### config.mk
export PLATFORM = sky130hd
export DESIGN_NAME = scsi_parity_control
export DESIGN_NICKNAME = d
export VERILOG_FILES = /design/src/hw/scsi_parity_pkg.sv /design/src/hw/scsi_parity_control.sv
export SDC_FILE = /design/constraint.sdc
export NUM_CORES = 1
export LEC_CHECK = 0
export BUFFER_PORTS_ARGS = -buffer_cell sky130_fd_sc_hd__buf_2
export CORE_MARGIN = 4
export CORE_UTILIZATION = 35
export DETAILED_ROUTE_END_ITERATION = 10
export GPL_TIMING_DRIVEN = 0
export PLACE_DENSITY = 0.63
export SLEW_MARGIN = 10
export SYNTH_ARGS = -nofsm -noshare
export SYNTH_HDL_FRONTEND = slang
export SYNTH_SLANG_ARGS = --single-unit
### constraint.sdc
create_clock -name clk -period 6.35 [get_ports clk]
set_input_delay 0.3175 -clock clk [delete_from_list [all_inputs] [get_ports clk]]
set_output_delay 0.3175 -clock clk [all_outputs]
set_load 0.01 [all_outputs]
### src/hw/scsi_parity_pkg.sv
// Constants and types for the SCSI parity control block
// Function
// - Initiator with ATN-on-error set raises ATN when a parity error is found.
// - Generation enable picks own SCSI parity or host-pin parity pass-through.
// - Check enable turns error detection on; clear means no error is flagged.
// - Even-select bit gives even sent SCSI parity when set, odd when clear.
// - Target with halt control set halts current operation on a parity error.
// - Parity interrupt enable gates whether a parity error raises an interrupt.
// - Parity error status flag sets on SCSI or system bus parity errors.
// - Two status bits follow live low and high SCSI parity lines.
// - Two status bits hold parity of bytes captured in the input latch.
// - DMA FIFO parity status shows parity of entry popped by test read.
// - Write-only parity bit is pushed with data written by test write.
// - With pop enable, output latch read pops SCSI FIFO; its parity shown.
// - Generation off: host pin parity to SCSI on send, SCSI parity to pins.
// - Generation on: pins ignored, own parity sent, pins not driven on receive.
// - Check on, generation off: check received SCSI and sent system data.
// - Check and generation on: check only received SCSI data.
// - Halt and interrupt need checking; initiator interrupts wait for block end.
// - Halt without interrupt when only halt set; neither when both clear.
package scsi_parity_pkg;

  // ****************************************************************
  // Control bit positions
  // ****************************************************************
  localparam int CTL0_ATN_ON_ERR_BIT = 1;
  localparam int CTL0_PARITY_GEN_BIT = 2;
  localparam int CTL0_PARITY_CHK_BIT = 3;
  localparam int CTL1_EVEN_SEL_BIT = 2;
  localparam int CTL1_HALT_CTL_BIT = 5;
  localparam int IRQEN0_PARITY_BIT = 0;
  localparam int TEST3_FIFO_POP_BIT = 0;
  localparam int TEST0_FIFO_PAR_BIT = 3;

  // ****************************************************************
  // Sizes and reset values
  // ****************************************************************
  localparam int SCSI_BYTES = 2;
  localparam int HOST_LANES = 4;
  localparam int DMA_FIFO_DEPTH = 16;
  localparam int SCSI_FIFO_DEPTH = 8;
  localparam logic RESET_BIT = 1'h0;
  localparam logic [15:0] RESET_WORD = 16'h0000;
  localparam logic [1:0] RESET_PAR = 2'h0;
  localparam logic [3:0] RESET_LANES = 4'h0;

  // ****************************************************************
  // Carriers
  // ****************************************************************
  typedef struct packed {
    logic [15:0] data;
    logic [1:0] parity;
  } scsi_bus_type;

  typedef struct packed {
    logic atnOnErr;
    logic parityGenEn;
    logic parityChkEn;
    logic evenSel;
    logic haltCtl;
    logic parityIrqEn;
    logic fifoPopEn;
  } parity_ctl_type;

  typedef struct packed {
    logic [7:0] data;
    logic parity;
  } fifo_entry_type;

endpackage

### src/hw/scsi_parity_control.sv
// Parity generation, checking and observation between host bus and wide SCSI bus
`timescale 1ns/100ps
module scsi_parity_control #(
  parameter int DMA_DEPTH = scsi_parity_pkg::DMA_FIFO_DEPTH,
  parameter int SCSI_DEPTH = scsi_parity_pkg::SCSI_FIFO_DEPTH
) (
  input wire logic clk, // 100 MHz system clock
  input wire logic resetn, // Synchronous reset, active low
  input wire logic [7:0] scsiCtlZero, // Control byte zero image
  input wire logic [7:0] scsiCtlOne, // Control byte one image
  input wire logic [7:0] scsiIrqEnableZero, // Interrupt enable byte image
  input wire logic [7:0] scsiTestThree, // SCSI test byte three image
  input wire logic [7:0] chipTestZero, // Chip test byte zero image
  input wire logic initiatorMode, // Device acts as initiator
  input wire logic targetMode, // Device acts as target
  input wire logic sendStb, // Pulse: send one SCSI word
  input wire logic [15:0] sendData, // Host data lanes 1..0 to send
  input wire logic [3:0] hostParityPinsIn, // Host parity pins, async
  input wire scsi_parity_pkg::scsi_bus_type scsiBusIn, // SCSI data and parity pins, async
  input wire logic rcvStb, // Pulse: capture SCSI bus into input latch
  input wire logic blockMoveEnd, // Pulse: current block move finished
  input wire logic errClr, // Pulse: clear parity error flag
  input wire logic atnRelease, // Pulse: drop ATN request
  input wire logic haltRelease, // Pulse: resume after halt
  input wire logic fifoTestWrite, // Pulse: push byte through FIFO data test port
  input wire logic [7:0] fifoTestWrData, // Byte for FIFO data test port
  input wire logic fifoTestRead, // Pulse: pop byte through FIFO data test port
  input wire logic outLatchRead, // Pulse: read of SCSI output data latch
  output logic [7:0] fifoTestRdData, // Byte popped from DMA FIFO
  output scsi_parity_pkg::scsi_bus_type scsiBusOut, // Data and parity to SCSI drivers
  output logic [3:0] hostParityPinsOut, // Parity driven to host pins
  output logic [3:0] hostParityPinsOe, // Per-lane host parity drive enable
  output logic atnAssert, // SCSI ATN request
  output logic haltReq, // Halt current operation
  output logic irqReq, // Pulse: parity interrupt request
  output logic parityErrFlag, // Sticky parity error status
  output logic liveParityLow, // Live low SCSI parity line
  output logic liveParityHigh, // Live high SCSI parity line
  output logic latchParityLow, // Parity of latched low byte
  output logic latchParityHigh, // Parity of latched high byte
  output logic dmaFifoParity, // Parity of last popped DMA FIFO entry
  output logic scsiFifoParity // Parity of last popped SCSI FIFO entry
);

  // ****************************************************************
  // Helpers
  // ****************************************************************
  function automatic logic oddParity(input logic [7:0] b);
    oddParity = ~^b;
  endfunction

  function automatic logic oddOk(input logic [7:0] b, input logic p);
    oddOk = ^{b, p};
  endfunction

  localparam int DMA_AW = $clog2(DMA_DEPTH);
  localparam int SCSI_AW = $clog2(SCSI_DEPTH);

  scsi_parity_pkg::parity_ctl_type ctl;

  always_comb
  begin
    ctl.atnOnErr = scsiCtlZero[scsi_parity_pkg::CTL0_ATN_ON_ERR_BIT];
    ctl.parityGenEn = scsiCtlZero[scsi_parity_pkg::CTL0_PARITY_GEN_BIT];
    ctl.parityChkEn = scsiCtlZero[scsi_parity_pkg::CTL0_PARITY_CHK_BIT];
    ctl.evenSel = scsiCtlOne[scsi_parity_pkg::CTL1_EVEN_SEL_BIT];
    ctl.haltCtl = scsiCtlOne[scsi_parity_pkg::CTL1_HALT_CTL_BIT];
    ctl.parityIrqEn = scsiIrqEnableZero[scsi_parity_pkg::IRQEN0_PARITY_BIT];
    ctl.fifoPopEn = scsiTestThree[scsi_parity_pkg::TEST3_FIFO_POP_BIT];
  end

  // ****************************************************************
  // Pin synchronisers
  // ****************************************************************
  scsi_parity_pkg::scsi_bus_type scsiSyncA_q;
  scsi_parity_pkg::scsi_bus_type scsiSync_q;
  logic [3:0] hostParSyncA_q;
  logic [3:0] hostParSync_q;

  always_ff @(posedge clk)
  begin
    if (!resetn)
    begin
      scsiSyncA_q <= '0;
      scsiSync_q <= '0;
      hostParSyncA_q <= scsi_parity_pkg::RESET_LANES;
      hostParSync_q <= scsi_parity_pkg::RESET_LANES;
    end
    else
    begin
      scsiSyncA_q <= scsiBusIn;
      scsiSync_q <= scsiSyncA_q;
      hostParSyncA_q <= hostParityPinsIn;
      hostParSync_q <= hostParSyncA_q;
    end
  end

  // Send request is delayed two cycles so it meets the synchronised parity pins
  logic [1:0] sendPipe_q;
  logic [15:0] sendDataA_q;
  logic [15:0] sendDataB_q;

  always_ff @(posedge clk)
  begin
    if (!resetn)
    begin
      sendPipe_q <= 2'h0;
      sendDataA_q <= scsi_parity_pkg::RESET_WORD;
      sendDataB_q <= scsi_parity_pkg::RESET_WORD;
    end
    else
    begin
      sendPipe_q <= {sendPipe_q[0], sendStb};
      sendDataA_q <= sendData;
      sendDataB_q <= sendDataA_q;
    end
  end

  logic sendGo;
  assign sendGo = sendPipe_q[1];

  // ****************************************************************
  // Live SCSI parity lines
  // ****************************************************************
  always_ff @(posedge clk)
  begin
    if (!resetn)
    begin
      liveParityLow <= scsi_parity_pkg::RESET_BIT;
      liveParityHigh <= scsi_parity_pkg::RESET_BIT;
    end
    else
    begin
      liveParityLow <= scsiSync_q.parity[0];
      liveParityHigh <= scsiSync_q.parity[1];
    end
  end

  // ****************************************************************
  // Send path: generation or pass-through
  // ****************************************************************
  logic [1:0] genParity;
  logic [1:0] sendParity;
  logic sysErr;

  always_comb
  begin
    sysErr = 1'b0;
    for (int i = 0; i < scsi_parity_pkg::SCSI_BYTES; i++)
    begin
      genParity[i] = oddParity(sendDataB_q[8*i +: 8]);
      // Pass-through parity arrives odd from the host and is turned for even sense
      sendParity[i] = (ctl.parityGenEn ? genParity[i] : hostParSync_q[i]) ^ ctl.evenSel;
      // Only a word actually leaving is checked; idle lanes would otherwise flag forever
      if (sendGo && !oddOk(sendDataB_q[8*i +: 8], hostParSync_q[i]))
      begin
        sysErr = ctl.parityChkEn && !ctl.parityGenEn;
      end
    end
  end

  always_ff @(posedge clk)
  begin
    if (!resetn)
    begin
      scsiBusOut <= '0;
    end
    else if (sendGo)
    begin
      scsiBusOut.data <= sendDataB_q;
      scsiBusOut.parity <= sendParity;
    end
  end

  // ****************************************************************
  // Receive path: input latch and check
  // ****************************************************************
  logic [1:0] rcvParOdd;
  logic scsiErr;

  always_comb
  begin
    scsiErr = 1'b0;
    for (int i = 0; i < scsi_parity_pkg::SCSI_BYTES; i++)
    begin
      // Strip the sense so that the check itself is always odd
      rcvParOdd[i] = scsiSync_q.parity[i] ^ ctl.evenSel;
      if (rcvStb && !oddOk(scsiSync_q.data[8*i +: 8], rcvParOdd[i]))
      begin
        scsiErr = ctl.parityChkEn;
      end
    end
  end

  always_ff @(posedge clk)
  begin
    if (!resetn)
    begin
      latchParityLow <= scsi_parity_pkg::RESET_BIT;
      latchParityHigh <= scsi_parity_pkg::RESET_BIT;
    end
    else if (rcvStb)
    begin
      latchParityLow <= scsiSync_q.parity[0];
      latchParityHigh <= scsiSync_q.parity[1];
    end
  end

  // Host pins are driven only after a receive, and only in pass-through
  always_ff @(posedge clk)
  begin
    if (!resetn)
    begin
      hostParityPinsOut <= scsi_parity_pkg::RESET_LANES;
      hostParityPinsOe <= scsi_parity_pkg::RESET_LANES;
    end
    else if (rcvStb)
    begin
      hostParityPinsOut <= {2'h0, rcvParOdd};
      hostParityPinsOe <= ctl.parityGenEn ? 4'h0 : 4'h3;
    end
    else if (sendStb)
    begin
      hostParityPinsOe <= 4'h0;
    end
  end

  // ****************************************************************
  // Error responses
  // ****************************************************************
  logic anyErr;
  logic irqPend_q;

  assign anyErr = scsiErr || sysErr;

  always_ff @(posedge clk)
  begin
    if (!resetn)
    begin
      parityErrFlag <= scsi_parity_pkg::RESET_BIT;
    end
    else if (anyErr)
    begin
      parityErrFlag <= 1'b1;
    end
    else if (errClr)
    begin
      parityErrFlag <= 1'b0;
    end
  end

  always_ff @(posedge clk)
  begin
    if (!resetn)
    begin
      atnAssert <= scsi_parity_pkg::RESET_BIT;
    end
    else if (anyErr && ctl.atnOnErr && initiatorMode)
    begin
      atnAssert <= 1'b1;
    end
    else if (atnRelease)
    begin
      atnAssert <= 1'b0;
    end
  end

  always_ff @(posedge clk)
  begin
    if (!resetn)
    begin
      haltReq <= scsi_parity_pkg::RESET_BIT;
    end
    else if (anyErr && ctl.haltCtl && targetMode)
    begin
      haltReq <= 1'b1;
    end
    else if (haltRelease)
    begin
      haltReq <= 1'b0;
    end
  end

  // Initiator errors are held until the block move ends so software sees one interrupt
  always_ff @(posedge clk)
  begin
    if (!resetn)
    begin
      irqPend_q <= scsi_parity_pkg::RESET_BIT;
      irqReq <= scsi_parity_pkg::RESET_BIT;
    end
    else
    begin
      irqReq <= 1'b0;
      if (blockMoveEnd && (irqPend_q || (anyErr && ctl.parityIrqEn && !targetMode)))
      begin
        irqPend_q <= 1'b0;
        irqReq <= 1'b1;
      end
      else if (anyErr && ctl.parityIrqEn)
      begin
        if (targetMode)
        begin
          irqReq <= 1'b1;
        end
        else
        begin
          irqPend_q <= 1'b1;
        end
      end
    end
  end

  // ****************************************************************
  // DMA FIFO test access
  // ****************************************************************
  scsi_parity_pkg::fifo_entry_type dmaMem [DMA_DEPTH];
  logic [DMA_AW-1:0] dmaWr_q;
  logic [DMA_AW-1:0] dmaRd_q;
  logic [DMA_AW:0] dmaCnt_q;
  logic dmaPush;
  logic dmaPop;

  assign dmaPush = fifoTestWrite && (dmaCnt_q != (DMA_AW+1)'(DMA_DEPTH));
  assign dmaPop = fifoTestRead && (dmaCnt_q != '0);

  always_ff @(posedge clk)
  begin
    if (dmaPush)
    begin
      dmaMem[dmaWr_q] <= {fifoTestWrData, chipTestZero[scsi_parity_pkg::TEST0_FIFO_PAR_BIT]};
    end
  end

  always_ff @(posedge clk)
  begin
    if (!resetn)
    begin
      dmaWr_q <= '0;
      dmaRd_q <= '0;
      dmaCnt_q <= '0;
      fifoTestRdData <= 8'h00;
      dmaFifoParity <= scsi_parity_pkg::RESET_BIT;
    end
    else
    begin
      if (dmaPush)
      begin
        dmaWr_q <= (dmaWr_q == DMA_AW'(DMA_DEPTH - 1)) ? '0 : dmaWr_q + 1'b1;
      end
      if (dmaPop)
      begin
        dmaRd_q <= (dmaRd_q == DMA_AW'(DMA_DEPTH - 1)) ? '0 : dmaRd_q + 1'b1;
        fifoTestRdData <= dmaMem[dmaRd_q].data;
        dmaFifoParity <= dmaMem[dmaRd_q].parity;
      end
      dmaCnt_q <= dmaCnt_q + (DMA_AW+1)'(dmaPush) - (DMA_AW+1)'(dmaPop);
    end
  end

  // ****************************************************************
  // SCSI FIFO: filled by received low bytes, popped by output latch reads
  // ****************************************************************
  scsi_parity_pkg::fifo_entry_type scsiMem [SCSI_DEPTH];
  logic [SCSI_AW-1:0] scsiWr_q;
  logic [SCSI_AW-1:0] scsiRd_q;
  logic [SCSI_AW:0] scsiCnt_q;
  logic scsiPush;
  logic scsiPop;

  // A full FIFO drops new bytes; only output latch reads with pop enable set drain it here
  assign scsiPush = rcvStb && (scsiCnt_q != (SCSI_AW+1)'(SCSI_DEPTH));
  assign scsiPop = outLatchRead && ctl.fifoPopEn && (scsiCnt_q != '0);

  always_ff @(posedge clk)
  begin
    if (scsiPush)
    begin
      scsiMem[scsiWr_q] <= {scsiSync_q.data[7:0], scsiSync_q.parity[0]};
    end
  end

  always_ff @(posedge clk)
  begin
    if (!resetn)
    begin
      scsiWr_q <= '0;
      scsiRd_q <= '0;
      scsiCnt_q <= '0;
      scsiFifoParity <= scsi_parity_pkg::RESET_BIT;
    end
    else
    begin
      if (scsiPush)
      begin
        scsiWr_q <= (scsiWr_q == SCSI_AW'(SCSI_DEPTH - 1)) ? '0 : scsiWr_q + 1'b1;
      end
      if (scsiPop)
      begin
        scsiRd_q <= (scsiRd_q == SCSI_AW'(SCSI_DEPTH - 1)) ? '0 : scsiRd_q + 1'b1;
        scsiFifoParity <= scsiMem[scsiRd_q].parity;
      end
      scsiCnt_q <= scsiCnt_q + (SCSI_AW+1)'(scsiPush) - (SCSI_AW+1)'(scsiPop);
    end
  end

endmodule

# --- Word level (Yosys, flattened, before mapping) ---
# Memory sizes are Yosys's and may differ from the RTL's. A register that Yosys moved wholly into a read port is not among the register bits.
# Index checks and enable logic that the tools add are counted.
word_totals:
  ff_bits: 130
  ramBits: 216
  out_inout_bits: 44
  elab_cells: 117
  memories: 2
classes:
  add_sub_neg: 8
  eq_ne: 6
  mux: 26
  n_bitwise: 6
  reduce_logical: 41
mem_list:
  columns: ["name", "words", "width", "read_ports", "rd_clocked_by_memory_dff", "write_ports", "line_no", "text"]
  rows:
  - ["dmaMem", 16, 9, 1, 1, 1, "scsi_parity_control.sv:317", "scsi_parity_pkg::fifo_entry_type dmaMem [DMA_DEPTH];"]
  - ["scsiMem", 8, 9, 1, 1, 1, "scsi_parity_control.sv:364", "scsi_parity_pkg::fifo_entry_type scsiMem [SCSI_DEPTH];"]
ops:
  columns: ["op", "count"]
  rows:
  - ["parity 9 bit", 4]
  - ["two-way mux 1 bit", 19]
  - ["logical AND 1 bit", 17]
  - ["two-way mux 4 bit", 4]
  - ["XNOR reduction 8 bit", 2]
  - ["adder 4 x 1 -> 4 bit (second input constant)", 2]
  - ["== test 4 bit (second input constant)", 2]
  - ["zero test 1 bit", 8]
  - ["nonzero test 2 bit", 4]
  - ["adder 3 x 1 -> 3 bit (second input constant)", 2]
  - ["== test 3 bit (second input constant)", 2]
  - ["two-way mux 3 bit", 2]
  - ["adder 5 x 1 -> 5 bit", 1]
  - ["!= test 5 bit (second input constant)", 1]
  - ["nonzero test 5 bit", 1]
  - ["subtractor 5 x 1 -> 5 bit", 1]
  - ["adder 4 x 1 -> 4 bit", 1]
  - ["!= test 4 bit (second input constant)", 1]
  - ["nonzero test 4 bit", 1]
  - ["subtractor 4 x 1 -> 4 bit", 1]
  - ["XOR 1 bit", 4]
  - ["logical OR 1 bit", 2]
  - ["two-way mux 2 bit", 1]
  - ["inverter 1 bit", 2]
  - ["2 further kinds", 2]

# --- Logic depth before layout (Yosys ltp) ---
logic_depth:
  word_depth: 12
  mapped_depth: 15
  depth_no_buf: 15

# --- Worst setup path before layout ---
# No wires, ideal clock.
synth_path:
  kind: "register -> register"
  from: "register dmaCnt_q[2]"
  to: "register dmaCnt_q[4]"
  arrival_time_ps: 2502
  required_ps: 6280
  setup_slack_ps: 3777
  stages_incl_launch_ff: 15
  path_buffers: 0
  period_less_slack_ps: 2573
  path_cell_list: "dfxtp_1 inv_1 ha_1 a31oi_1 inv_1 ha_1 inv_1 ha_1 inv_1 fa_1 inv_1 a21oi_1 nor2_1 or3_1 a21oi_1"
synth_via:
  elab_chain_len: 4
  word_cells_on_any_way: 6
synth_lines:
  columns: ["item", "line_no", "text"]
  rows:
  - ["start: declaration", "scsi_parity_control.sv:320", "logic [DMA_AW:0] dmaCnt_q;"]
  - ["start signal: assignment", "scsi_parity_control.sv:357", "dmaCnt_q <= dmaCnt_q + (DMA_AW+1)'(dmaPush) - (DMA_AW+1)'(dmaPop);"]
  - ["!= test 5 bit", "scsi_parity_control.sv:324", "assign dmaPush = fifoTestWrite && (dmaCnt_q != (DMA_AW+1)'(DMA_DEPTH));"]
  - ["logical AND 1 bit", "scsi_parity_control.sv:324", null]
  - ["adder 5 x 1 -> 5 bit", "scsi_parity_control.sv:357", null]
  - ["subtractor 5 x 1 -> 5 bit (*)", "scsi_parity_control.sv:357", null]
# Mark *: on every way between the ends. The rest lies on a longest branch, timed or not.
# A chain may end at the register's enable or synchronous reset.

# --- Final worst setup path ---
# Same ends and word-level chain as after synthesis.

==> impl_metrics.ini <==
[run_status]
outcome = finished clean

[synth]
yosys-top-cells-area = edfxtp_1, dfxtp_1, mux4_2, and2_1, mux2i_1
netlist_area_um2 = 10900
synth_edf_count = 152
synth_cells = 750
synth_top_area_frac = 0.419
yosysWarnings = 0
synth-async-reset-ratio = 0
ys_dominant_reg_cell = edfxtp_1
avgSynthCellArea_um2 = 14.5
ys_types = 41
synth-seq-cells = 289
ys_seq_area_frac = 0.671
yosysTopAreaCell = edfxtp_1

[pwr]
peakVddDrop_uv = 181
p_leak_nw = 4.93
power.density_nw_per_um2 = 337

[die]
die_x_um = 184
rows = 64
initial_utilization = 0.355
core_um2 = 30700
die-area_um2 = 34000
die_y_um = 184
ios = 143

[cts]
clockBufferDepth = 3
tritoncts = done
postCtsSetupBuffers = 0
path_clk_slew_ns = 0.06
cts_htree_levels = 1
clk-insertion-delay-late_ns = 0.53
cts_inserted_buffers = 28
numClockSinks = 289
clk_root_buffer_cell = clkbuf_16

[place]
place_hpwl_mm = 15.8
place.gp.congestion = 0.779
numPortBuffers = 103
post-place-ws_ns = 3.31
dpl_cell_area_um2 = 12000

[grt]
antenna_found_initial = 1
grt_max_degree = 17
grt.overflow.total = 0
grt_pass1_wl_mm = 35.7
grt_pass1_vias = 6199
grtUsageTotal = 0.135

[layout]
multi_input_area_um2 = 3350
areaGrowthSynthToFinish_pct = 21.6
seqCellArea_um2 = 7310
layout_commonest_cell = edfxtp_1
fillCellCount = 2744
diodes = 0
final_cell_area_um2 = 13200
fin_nets = 1043
mostFrequentLayoutCells = edfxtp_1, dfxtp_1, buf_2
drive_above_1_share = 0.220

[route]
drtAntennaViolNets = 0
vias = 6264
drt-pass1-iter-count = 4
routedWlPerCell_um = 17.2
via_per_inst = 4.68
drc_errors = 0
routed_wl_mm = 23.0
first_iter_violations = 321

[critical_path]
cp.arrival_ns = 3.49
path_max_fanout = 8
worstSetupPathType = flop to flop
cp.required_ns = 6.81
rrSetupSlack_ns = 3.32
start_kind = flop
worstSetupEndpointType = flop

[timing]
maxSlewViolCount = 0
holdWs_ns = 0.0197
layout_setup_ws_ns = 3.32
finalClockSkew_ns = 0.0101
finalSetupViolCount = 0
grt_setup_unrepaired = false
relSlewSlack = 0.260
post-route-period-util = 0.478
tightest_slew_ns = 1.11
clock.fmax_ghz = 0.330
fin_crit_ns = 3.03
setup_tns_ns = 0
finalHoldViolCount = 0

[run]
maxCapViolCount = 0

[worst_hold_path]
min_path_type = input pin to flop
==> metrics by stage <==
stage / instances / power [mW] / utilization
floorplan: 753 / 2.60 / -
global placement: 1252 / 2.78 / 0.388
detailed placement: 1256 / 2.80 / 0.390
CTS: 1339 / 4.50 / 0.431
global route: 1339 / 4.67 / 0.431
finish: 1339 / 4.46 / 0.431
==> path summary, 6_finish.rpt <==
kind	startpoint	depth (start not counted)	to
worst max-delay path	dmaCnt_q[2]	14	dmaCnt_q[4]
worst min-delay path	scsiBusIn[0]	2	scsiSyncA_q[0]
worst max register to register	dmaCnt_q[2]	14	dmaCnt_q[4]
worst min register to register	sendPipe_q[0]	1	sendPipe_q[1]
==> worst max-delay path, stage by stage (launching register included) <==
cell and delay, ns:
dfxtp_1 0.33, inv_1 0.06, ha_1 0.21, a31oi_1 0.64
inv_1 0.20, ha_1 0.33, inv_1 0.04, ha_1 0.18
inv_1 0.06, fa_1 0.21, inv_1 0.06, a21oi_1 0.11
nor2_1 0.07, or3_1 0.34, a21oi_1 0.13
==> power breakdown <==
group	total, mW	internal, mW	switching (mW)
clock	1.69	1.02	0.674
combinational	0.650	0.300	0.350
sequential	2.12	2.07	0.0520
total	4.46	3.38	1.08
==> timing repair <==
item,4_1_cts,5_1_grt
hold endpoints to repair,31,0
resized for setup,0,0
hold buffers,31,0
==> area by class of cell <==
cell class / instances / share of cell area
Sequential cell: 289 / 0.552
Buffer: 39 / 0.0135
Tap cell: 396 / 0.0375
Inverter: 20 / 0.00567
Clock buffer: 38 / 0.0614
Multi-Input combinational cell: 405 / 0.254
Timing Repair Buffer: 138 / 0.0653
Clock inverter: 14 / 0.0109
==> kinds of logic after synthesis <==
family / after synthesis / synth area share
adder cells (fa/ha/maj): 23 / 0.0278
AND/OR/NAND/NOR: 200 / 0.0944
XOR/XNOR: 39 / 0.0364
flip-flops: 289 / 0.671
AO/OA/AOI/OAI: 73 / 0.0420
multiplexers: 66 / 0.104
buffers and inverters: 59 / 0.0233
other: 1 / 0.000345
==> routing by layer <==
layer  up-vias  global-route usage  wire, um
met3        26              0.0266      1400
li1       3029                   -         -
met1      3053               0.184     10000
met2       154               0.224     11200
met5         -                   0        13
met4         2              0.0293       352
==> cells in the mapped netlist (2+ instances only) <==
library cell	number
nand3_1	4
o21ai_1	2
o21ai_0	4
clkbuf_1	21
a21o_1	2
dfxtp_1	137
xor2_1	7
mux2i_1	28
nor2b_1	3
a22oi_1	18
edfxtp_1	152
nand2b_1	8
xnor2_1	28
a211oi_1	2
a311oi_1	2
xnor3_1	4
nand2_1	18
buf_4	7
nor2_1	69
or3_1	2
nor3_1	9
ha_1	21
buf_1	6
buf_2	5
fa_1	2
inv_1	20
and2_1	80
mux4_2	38
a21oi_1	37
nand3b_1	3
==> flip-flops by register name, summed over array words and instances (netlist names), 2 cells and up <==
name,count
dmaCnt_q,5
dmaMem,144
dmaRd_q,4
dmaWr_q,4
fifoTestRdData,8
hostParSyncA_q,2
hostParSync_q,2
hostParityPinsOut,2
scsiBusOut,18
scsiCnt_q,4
scsiMem,8
scsiRd_q,3
scsiSyncA_q,18
scsiSync_q,18
scsiWr_q,3
sendDataA_q,16
sendDataB_q,16
sendPipe_q,2
No activity file was read; power rests on OpenSTA's default activity.
